File: src/design/ptp_irq_mib_defs.vh
`ifndef PTP_IRQ_MIB_DEFS_VH
`define PTP_IRQ_MIB_DEFS_VH

// host bus byte offsets of the bank
`define OFS_INDIRECT_CTRL     11'h030
`define OFS_INDIRECT_LOW      11'h02C
`define OFS_INDIRECT_HIGH     11'h02E
`define OFS_TS_IRQ_STATUS     11'h68C
`define OFS_TS_IRQ_ENABLE     11'h68E
`define OFS_RX_TUNING         11'h734
`define OFS_REGULATOR         11'h748
`define OFS_CABLE_PREP        11'h74C

// reset values
`define RST_TS_IRQ_ENABLE     16'h0000
`define RST_RX_TUNING         16'h3020
`define RST_REGULATOR         16'h0000
`define RST_CABLE_PREP        16'h0000

// field positions
`define TS_UNIT_MSB           11
`define TS_SYNC_BIT           12
`define TS_DELAY_BIT          13
`define TS_SRC_MSB            13
`define RX_COPPER_BIT         13
`define REG_OFF_BIT           7
`define HIGH_PULSE_MASK_BIT   15
`define TX_BIAS_REDUCE_BIT    3
`define IND_READ_BIT          12
`define IND_INDEX_MSB         5

// statistics counter word layout
`define CNT_OVF_BIT           31
`define CNT_VALID_BIT         30
`define CNT_VALUE_MSB         29
`define CNT_NUM               34
`define CNT_AW                6

`endif

File: src/design/ptp_irq_mib_bank.v
`timescale 1ns/100ps
`include "ptp_irq_mib_defs.vh"
// How it works
// RQ1: twelve unit enable bits at 11:0, reset clear
// RQ2: bit 13 enables delay-request egress timestamp interrupt
// RQ3: bit 12 enables sync egress timestamp interrupt
// RQ4: OR of enables drives host enable bit 12
// RQ5: status write-one-clears; OR drives host status bit12
// RQ6: host keeps tuning bit 13 per copper/fiber
// RQ7: regulator bit 7: zero on, one off
// RQ8: host sets bits 15 and 3 before diagnostics
// RQ9: counter word bit 31 flags overflow
// RQ10: counter word bit 30 flags valid count
// RQ11: bits 29:0 hold count, cleared by read
// RQ12: thirty-four statistics counters per port
// RQ13: port counters at indirect offsets 0x00 to 0x21
// RQ14: host reads counters through indirect low/high words
// RQ15: read returns old value, coincident event kept
module ptp_irq_mib_bank #(
   parameter NUM_CNT = `CNT_NUM,
   parameter AW      = `CNT_AW
) (
   // clock and reset
   input  wire          clk,
   input  wire          reset,
   // parallel host bus
   input  wire [10:0]   host_addr,
   input  wire          host_wr,
   input  wire          host_rd,
   input  wire [15:0]   host_wdata,
   output reg  [15:0]   host_rdata,
   // timestamp events, one-cycle pulses
   input  wire [13:0]   ts_event,
   // host interrupt bit 12 contributions
   output reg           host_irq_enable_bit,
   output reg           host_irq_status_bit,
   // statistics count events
   input  wire          count_event,
   input  wire [AW-1:0] count_index,
   output reg           count_ready,
   // analog and receiver controls
   output reg           rx_copper_adjust,
   output reg           regulator_off,
   output reg           high_pulse_mask,
   output reg           tx_bias_reduce
);

   localparam ST_IDLE = 2'b00;
   localparam ST_EVT  = 2'b01;
   localparam ST_HOST = 2'b10;

   reg  [15:0]          ts_ie_reg, ts_ie_next;
   reg  [13:0]          ts_is_reg, ts_is_next;
   reg  [15:0]          rx_tune_reg, ana1_reg, ana3_reg;
   reg  [31:0]          ind_data_reg;
   reg  [1:0]           state_reg;
   reg                  hreq_reg;
   reg  [AW-1:0]        hidx_reg;
   reg                  evt_reg;
   reg  [AW-1:0]        eidx_reg;
   reg  [NUM_CNT-1:0]   valid_map_reg;
   reg                  rd_en;
   reg  [AW-1:0]        rd_addr;
   reg                  wr_en;
   reg  [AW-1:0]        wr_addr;
   reg  [31:0]          wr_data;
   wire [31:0]          ram_q;
   wire [31:0]          word_now;
   wire                 wr_hit;
   wire                 evt_take;
   wire                 hreq_set;
   reg                  evt_done;
   reg                  hreq_done;

   // host write decode, used for every register
   function hit;
      input [10:0] a;
      input [10:0] ofs;
      begin
         hit = (a == ofs);
      end
   endfunction

   // one increment of a counter word: overflow sticks once the count wraps
   function [31:0] bump;
      input [31:0] w;
      begin
         bump = {w[`CNT_OVF_BIT] | (&w[`CNT_VALUE_MSB:0]), 1'b1,
                 w[`CNT_VALUE_MSB:0] + 30'h00000001};  // RQ9 RQ10
      end
   endfunction

   stat_counter_ram #(
      .WIDTH (32),
      .DEPTH (NUM_CNT),
      .AW    (AW)
   ) u_ram (
      .clk     (clk),
      .rd_en   (rd_en),
      .rd_addr (rd_addr),
      .rd_data (ram_q),
      .wr_en   (wr_en),
      .wr_addr (wr_addr),
      .wr_data (wr_data)
   );

   // enables: plain read/write, reserved bits kept as written
   always @* begin
      ts_ie_next = ts_ie_reg;
      if (host_wr && hit(host_addr, `OFS_TS_IRQ_ENABLE))
         ts_ie_next = host_wdata;  // RQ1 RQ2 RQ3
   end

   // status: write-one clears, but a same-cycle event wins
   always @* begin
      ts_is_next = ts_is_reg;
      if (host_wr && hit(host_addr, `OFS_TS_IRQ_STATUS))
         ts_is_next = ts_is_reg & ~host_wdata[`TS_SRC_MSB:0];  // RQ5
      ts_is_next = ts_is_next | ts_event;
   end

   // control registers and the registered interrupt bits
   always @(posedge clk) begin
      if (reset) begin
         ts_ie_reg           <= `RST_TS_IRQ_ENABLE;
         ts_is_reg           <= 14'h0000;
         rx_tune_reg         <= `RST_RX_TUNING;
         ana1_reg            <= `RST_REGULATOR;
         ana3_reg            <= `RST_CABLE_PREP;
         host_irq_enable_bit <= 1'b0;
         host_irq_status_bit <= 1'b0;
      end else begin
         ts_ie_reg           <= ts_ie_next;
         ts_is_reg           <= ts_is_next;
         host_irq_enable_bit <= |ts_ie_next[`TS_SRC_MSB:0];  // RQ4
         host_irq_status_bit <= |ts_is_next;  // RQ5
         if (host_wr && hit(host_addr, `OFS_RX_TUNING))
            rx_tune_reg <= host_wdata;  // RQ6
         if (host_wr && hit(host_addr, `OFS_REGULATOR))
            ana1_reg <= host_wdata;
         if (host_wr && hit(host_addr, `OFS_CABLE_PREP))
            ana3_reg <= host_wdata;  // RQ8
      end
   end

   // analog controls straight from flops, one cycle after the register
   always @(posedge clk) begin
      if (reset) begin
         rx_copper_adjust <= 1'b1;
         regulator_off    <= 1'b0;
         high_pulse_mask  <= 1'b0;
         tx_bias_reduce   <= 1'b0;
      end else begin
         rx_copper_adjust <= rx_tune_reg[`RX_COPPER_BIT];
         regulator_off    <= ana1_reg[`REG_OFF_BIT];  // RQ7
         high_pulse_mask  <= ana3_reg[`HIGH_PULSE_MASK_BIT];
         tx_bias_reduce   <= ana3_reg[`TX_BIAS_REDUCE_BIT];
      end
   end

   // host read mux; unmapped offsets read zero
   always @(posedge clk) begin
      if (reset)
         host_rdata <= 16'h0000;
      else if (host_rd) begin
         case (host_addr)
            `OFS_TS_IRQ_ENABLE: host_rdata <= ts_ie_reg;
            `OFS_TS_IRQ_STATUS: host_rdata <= {2'b00, ts_is_reg};
            `OFS_RX_TUNING:     host_rdata <= rx_tune_reg;
            `OFS_REGULATOR:     host_rdata <= ana1_reg;
            `OFS_CABLE_PREP:    host_rdata <= ana3_reg;
            `OFS_INDIRECT_CTRL: host_rdata <= {3'b000, hreq_reg, 6'h00, hidx_reg};
            `OFS_INDIRECT_LOW:  host_rdata <= ind_data_reg[15:0];  // RQ14
            `OFS_INDIRECT_HIGH: host_rdata <= ind_data_reg[31:16];  // RQ14
            default:            host_rdata <= 16'h0000;
         endcase
      end
   end

   // a word never written since reset reads as zero: no count, not valid
   assign word_now = (hidx_reg < NUM_CNT && valid_map_reg[hidx_reg]) ? ram_q : 32'h00000000;
   assign wr_hit   = evt_reg && (eidx_reg == hidx_reg);
   assign evt_take = count_event && count_ready;
   assign hreq_set = host_wr && hit(host_addr, `OFS_INDIRECT_CTRL) && host_wdata[`IND_READ_BIT];

   // counter engine: events and host reads share the RAM, host first
   always @* begin
      rd_en     = 1'b0;
      rd_addr   = hidx_reg;
      wr_en     = 1'b0;
      wr_addr   = hidx_reg;
      wr_data   = 32'h00000000;
      evt_done  = 1'b0;
      hreq_done = 1'b0;
      case (state_reg)
         ST_IDLE: begin
            if (hreq_reg) begin
               rd_en = 1'b1;
            end else if (evt_reg) begin
               rd_en   = 1'b1;
               rd_addr = eidx_reg;
            end
         end
         ST_EVT: begin
            wr_addr  = eidx_reg;
            wr_en    = (eidx_reg < NUM_CNT);  // RQ12
            wr_data  = bump(valid_map_reg[eidx_reg] ? ram_q : 32'h00000000);
            evt_done = 1'b1;
         end
         ST_HOST: begin
            hreq_done = 1'b1;
            wr_en     = (hidx_reg < NUM_CNT);  // RQ11
            if (wr_hit) begin
               // event for the same counter folds into the cleared word
               wr_data  = bump(32'h40000000);  // RQ15
               evt_done = 1'b1;
            end else
               wr_data = 32'h40000000;
         end
         default: begin
            rd_en = 1'b0;
         end
      endcase
   end

   // engine state, pending requests and valid map
   always @(posedge clk) begin
      if (reset) begin
         state_reg     <= ST_IDLE;
         hreq_reg      <= 1'b0;
         hidx_reg      <= {AW{1'b0}};
         evt_reg       <= 1'b0;
         eidx_reg      <= {AW{1'b0}};
         count_ready   <= 1'b0;
         valid_map_reg <= {NUM_CNT{1'b0}};
         ind_data_reg  <= 32'h00000000;
      end else begin
         case (state_reg)
            ST_IDLE: begin
               if (hreq_reg)
                  state_reg <= ST_HOST;
               else if (evt_reg)
                  state_reg <= ST_EVT;
            end
            default: state_reg <= ST_IDLE;
         endcase
         if (hreq_done)
            ind_data_reg <= word_now;  // RQ15 RQ13
         // a new request is taken only while none is pending
         if (hreq_set && !hreq_reg) begin
            hreq_reg <= 1'b1;
            hidx_reg <= host_wdata[`IND_INDEX_MSB:0];  // RQ13
         end else if (hreq_done)
            hreq_reg <= 1'b0;
         // one event slot; back-pressure keeps events from being dropped
         if (evt_take) begin
            evt_reg  <= 1'b1;
            eidx_reg <= count_index;
         end else if (evt_done)
            evt_reg <= 1'b0;
         count_ready <= !(evt_take || (evt_reg && !evt_done));
         if (wr_en)
            valid_map_reg[wr_addr] <= 1'b1;  // RQ10
      end
   end

endmodule // ptp_irq_mib_bank

File: src/design/stat_counter_ram.v
`timescale 1ns/100ps
// small synchronous RAM holding the statistics words; read data registered
module stat_counter_ram #(
   parameter WIDTH = 32,
   parameter DEPTH = 34,
   parameter AW    = 6
) (
   // clock
   input  wire             clk,
   // read port
   input  wire             rd_en,
   input  wire [AW-1:0]    rd_addr,
   output reg  [WIDTH-1:0] rd_data,
   // write port
   input  wire             wr_en,
   input  wire [AW-1:0]    wr_addr,
   input  wire [WIDTH-1:0] wr_data
);

   reg [WIDTH-1:0] mem [0:DEPTH-1];

   // no reset on contents; the owner tracks which words were ever written
   always @(posedge clk) begin
      if (wr_en)
         mem[wr_addr] <= wr_data;
      if (rd_en)
         rd_data <= mem[rd_addr];
   end

endmodule // stat_counter_ram

File: config.mk
export PLATFORM = sky130hd
export DESIGN_NAME = ptp_irq_mib_bank
export DESIGN_NICKNAME = d
export VERILOG_FILES = /design/src/design/ptp_irq_mib_bank.v /design/src/design/stat_counter_ram.v
export VERILOG_INCLUDE_DIRS = /design/src /design/src/design
export SDC_FILE = /design/constraint.sdc
export NUM_CORES = 2
export LEC_CHECK = 0
export ABC_AREA = 1
export BUFFER_PORTS_ARGS = -buffer_cell sky130_fd_sc_hd__buf_2
export CORE_MARGIN = 1
export CORE_UTILIZATION = 45
export CTS_BUF_LIST = sky130_fd_sc_hd__clkbuf_4
export DETAILED_ROUTE_END_ITERATION = 6
export GPL_ROUTABILITY_DRIVEN = 0
export PLACE_DENSITY = 0.65
export SLEW_MARGIN = 20
export SYNTH_ARGS = -nofsm -noshare
export SYNTH_HDL_FRONTEND = slang
export SYNTH_HIERARCHICAL = 1
export SYNTH_SLANG_ARGS = --single-unit
export TNS_END_PERCENT = 50
File: constraint.sdc
create_clock -name clk -period 7 [get_ports clk]
set_clock_uncertainty 0.1 [all_clocks]
set_input_delay 0.7 -clock clk [delete_from_list [all_inputs] [get_ports clk]]
set_output_delay 0.7 -clock clk [all_outputs]
set_load 0.005 [all_outputs]
==> results.py <==
metrics = {
    "logic_synthesis": {
        "post-synth-top-area-cell": "edfxtp_1",
        "synth.distinct_cells": 53,
        "netlist_instances": 5123,
        "synth-warning-count": 6,
        "netlist_area_um2": 54300,
        "synth_seq_area_share_pct": 68.6,
        "yosys_most_used_dff": "edfxtp_1",
        "ys_seq_elements": 1303,
        "synth-edff-count": 1120,
        "synth.cells.most_frequent": "nand2_1 (1,598), edfxtp_1 (1,120), nand3_1 (990)",
        "mappedNetlistNets": 5179,
        "cell_types_occupying_the_most_area_after_synthesis": "edfxtp_1 (62%), nand2_1 (11%), nand3_1 (9.1%), dfxtp_1 (6.7%), a21oi_1 (1.9%)",
        "synth.top_cell.area_share_pct": 61.9,
        "postSynthAreaPerCell_um2": 10.6,
        "synth-async-reset-ratio_pct": 0,
        "most_used_standard_cell_by_instance_count_after_synthesis": "nand2_1",
    },
    "route": {
        "route.detailed.wl_per_inst_um": 22.2,
        "vias_per_cell": 5.64,
        "drt_iter0_markers": 5146,
        "drcViolationCount": 1,
        "routed_wirelength_um": 161000,
        "via_count": 40917,
        "drtAntennaViolNets": 0,
        "drt_first_pass_iters": 7,
    },
    "cts": {
        "h-tree-depth": 5,
        "clk_transition_reported_paths_ns": 0.07,
        "cts-buffers-inserted": 352,
        "clock_tree_from_tritoncts": "done",
        "cts-root-to-sink-buffers": 4,
        "clock-sinks": 1303,
        "cts_resized": 0,
        "clockRootBuffer": "clkbuf_4",
        "clkLatencyLatePin_ns": 1.24,
    },
    "placement": {
        "hpwl_um": 86400,
        "placement.setup.worst_slack_ns": 1.95,
        "port_buffers": 74,
        "placed_cells": 6612,
    },
    "flow_run": {
        "cap_violations": 0,
    },
    "setup_path": {
        "launching_element_type_of_the_critical_path": "flip-flop",
        "rrSetupSlack_ns": 2.03,
        "worstSetupPathType": "reg2reg",
        "arrival_ns": 5.72,
        "highest_fanout_seen_on_the_critical_path": 49,
        "r2r.worst_path.cells": 17,
        "critPathRequiredTime_ns": 7.74,
        "critical_path.endpoint_type": "flip-flop",
    },
    "die": {
        "fp-row-count": 127,
        "dieWidth_um": 349,
        "floorplan.die_area_um2": 122000,
        "initial_core_util_pct": 45.3,
        "die_y_um": 349,
        "core_um2": 120000,
        "num_io_pins": 75,
    },
    "pwr": {
        "irDropWorstVdd_mv": 0.164,
        "cellPowerDensity_nw_per_um2": 251,
        "finalPower_mw": 15.4,
        "power_leakage_nw": 21.4,
    },
    "run_status": {
        "failed_checks": "DRC",
        "status": "finished with violations",
    },
    "grt": {
        "via_count_of_the_first_global_routing_pass": 38362,
        "pin_count_of_the_biggest_net_entering_global_routing": 145,
        "overflow": 0,
        "grtUsageMet3_pct": 5.97,
        "met1_usage_pct": 35.5,
        "use_met2_pct": 40.7,
        "grt_antenna_before_repair": 2,
        "grt_busiest_layer": "met2",
        "grt_pass1_wl_um": 238000,
        "grt.total_usage_pct": 26.1,
    },
    "timing": {
        "final_count_of_pins_violating_max_slew": 0,
        "slew_limit_headroom_pct": 23.1,
        "final_hold_viol_count": 0,
        "period_minus_slack_ns": 4.97,
        "fin_setup_tns_ns": 0,
        "final_critical_path_setup_slack_ns": 2.03,
        "grt_setup_unrepaired": "no",
        "max_freq_mhz": 201,
        "report.final.setup_viol": 0,
        "layout_worst_path_cycle_share_pct": 71.1,
        "transition_time_at_the_pin_with_the_least_slew_margin_ns": 1.15,
    },
    "final_layout": {
        "final_layout_size_suffix_gt1_share_pct": 14.6,
        "largest_register_ffs": 1088,
        "final_cell_count_no_fill": 7258,
        "multi_input_gate_area_um2": 15200,
        "seqCellArea_um2": 37300,
        "area_growth_pct": 13.1,
        "fill_cell_count": 10617,
        "fin_nets": 5475,
    },
    "hold_path": {
        "path_class_of_the_lowest_slack_min_delay_path": "in2reg",
        "worst_hold_path.num_cells": 3,
    },
}
-- metal layers --
layer | routed length [um] | up-vias | part of all wire, %
met3 | 17200 | 360 | 11
met2 | 74100 | 2321 | 46
li1 | - | 18565 | -
met5 | 0 | - | 0
met1 | 64800 | 19671 | 40
met4 | 5310 | 0 | 3.3
-- power by group --
| group | switching [mW] | internal [mW] | total [mW] |
|---|---|---|---|
| sequential | 0.0382 | 8.35 | 8.39 |
| combinational | 0.371 | 0.149 | 0.519 |
| clock | 3.02 | 3.50 | 6.52 |
-- cell usage in the layout (no fill, tap or decap), drive strengths merged, types with 3 or more instances in the layout --
| cell type | n |
|---|---|
| bufinv | 6 |
| nand4 | 7 |
| clkbuf | 506 |
| nor3 | 25 |
| a22o | 3 |
| a21oi | 203 |
| dfxtp | 183 |
| clkinv | 63 |
| o22ai | 16 |
| nor2 | 250 |
| buf | 181 |
| o2111ai | 3 |
| nor4 | 5 |
| o31ai | 4 |
| a31oi | 3 |
| inv | 192 |
| edfxtp | 1120 |
| o21ai | 153 |
| diode | 5 |
| o221ai | 3 |
| a221oi | 7 |
| nand3 | 1002 |
| o211ai | 8 |
| a211oi | 3 |
| dlygate4sd3 | 65 |
| nand2 | 1604 |
| ha | 4 |
| o41ai | 4 |
| nand3b | 4 |
-- cells by family after synthesis --
logic type	synth area share, %
AOI/OAI and AO/OA	4.17
adders and majority gates	0.0921
buffers and inverters	4.21
DFF	68.6
and+or+nand+nor	22.9
-- path summary, 6_finish.rpt --
path                                               start                           to
worst max register to register  eidx_reg[0]$_SDFFE_PP0P_  u_ram/mem[21][12]$_DFFE_PP_
worst max-delay path            eidx_reg[0]$_SDFFE_PP0P_  u_ram/mem[21][12]$_DFFE_PP_
worst min register to register  ana3_reg[2]$_SDFFE_PP0P_     ana3_reg[2]$_SDFFE_PP0P_
worst min-delay path                         count_event     eidx_reg[4]$_SDFFE_PP0P_
-- per-stage QoR --
stage	cell area, um^2	hold WS (ns)	util (%)
finish	61400	0.122	51.3
global route	61400	0.0517	51.3
CTS	61400	0.0235	51.2
detailed placement	56500	0.332	47.2
global placement	56500	0.317	47.2
floorplan	54300	0.300	-
-- worst max-delay path: stages, from the launching register on --
cell and delay, ns:
dfxtp_1 0.76, inv_2 0.34, nand2_1 0.15, nand3_1 0.08
nand3_1 0.10, nand3_1 0.09, nand2_1 0.09, nand3_2 0.09
nand2_4 0.45, inv_1 0.34, nor2_1 0.18, ha_1 0.20
nand3_1 0.12, nor2_2 0.27, nand2_4 0.16, nor2_2 0.25
o21ai_1 0.14, a21oi_4 0.68
-- area by class of cell --
class	count	share of cell area (%)
flip-flops and latches	1303	60.7
multi-input cells	3323	24.7
clock buffers	506	6.18
well taps	1612	3.28
repair buffers	246	3.18
inverters	193	1.22
clock inverters	70	0.713
diodes	5	0.0204
-- what timing repair did --
action	CTS	global route
endpoints found under the hold margin	166	0
setup buffers	0	0
hold buffers	65	0
Note: power is estimated with default switching activity, not from simulation.
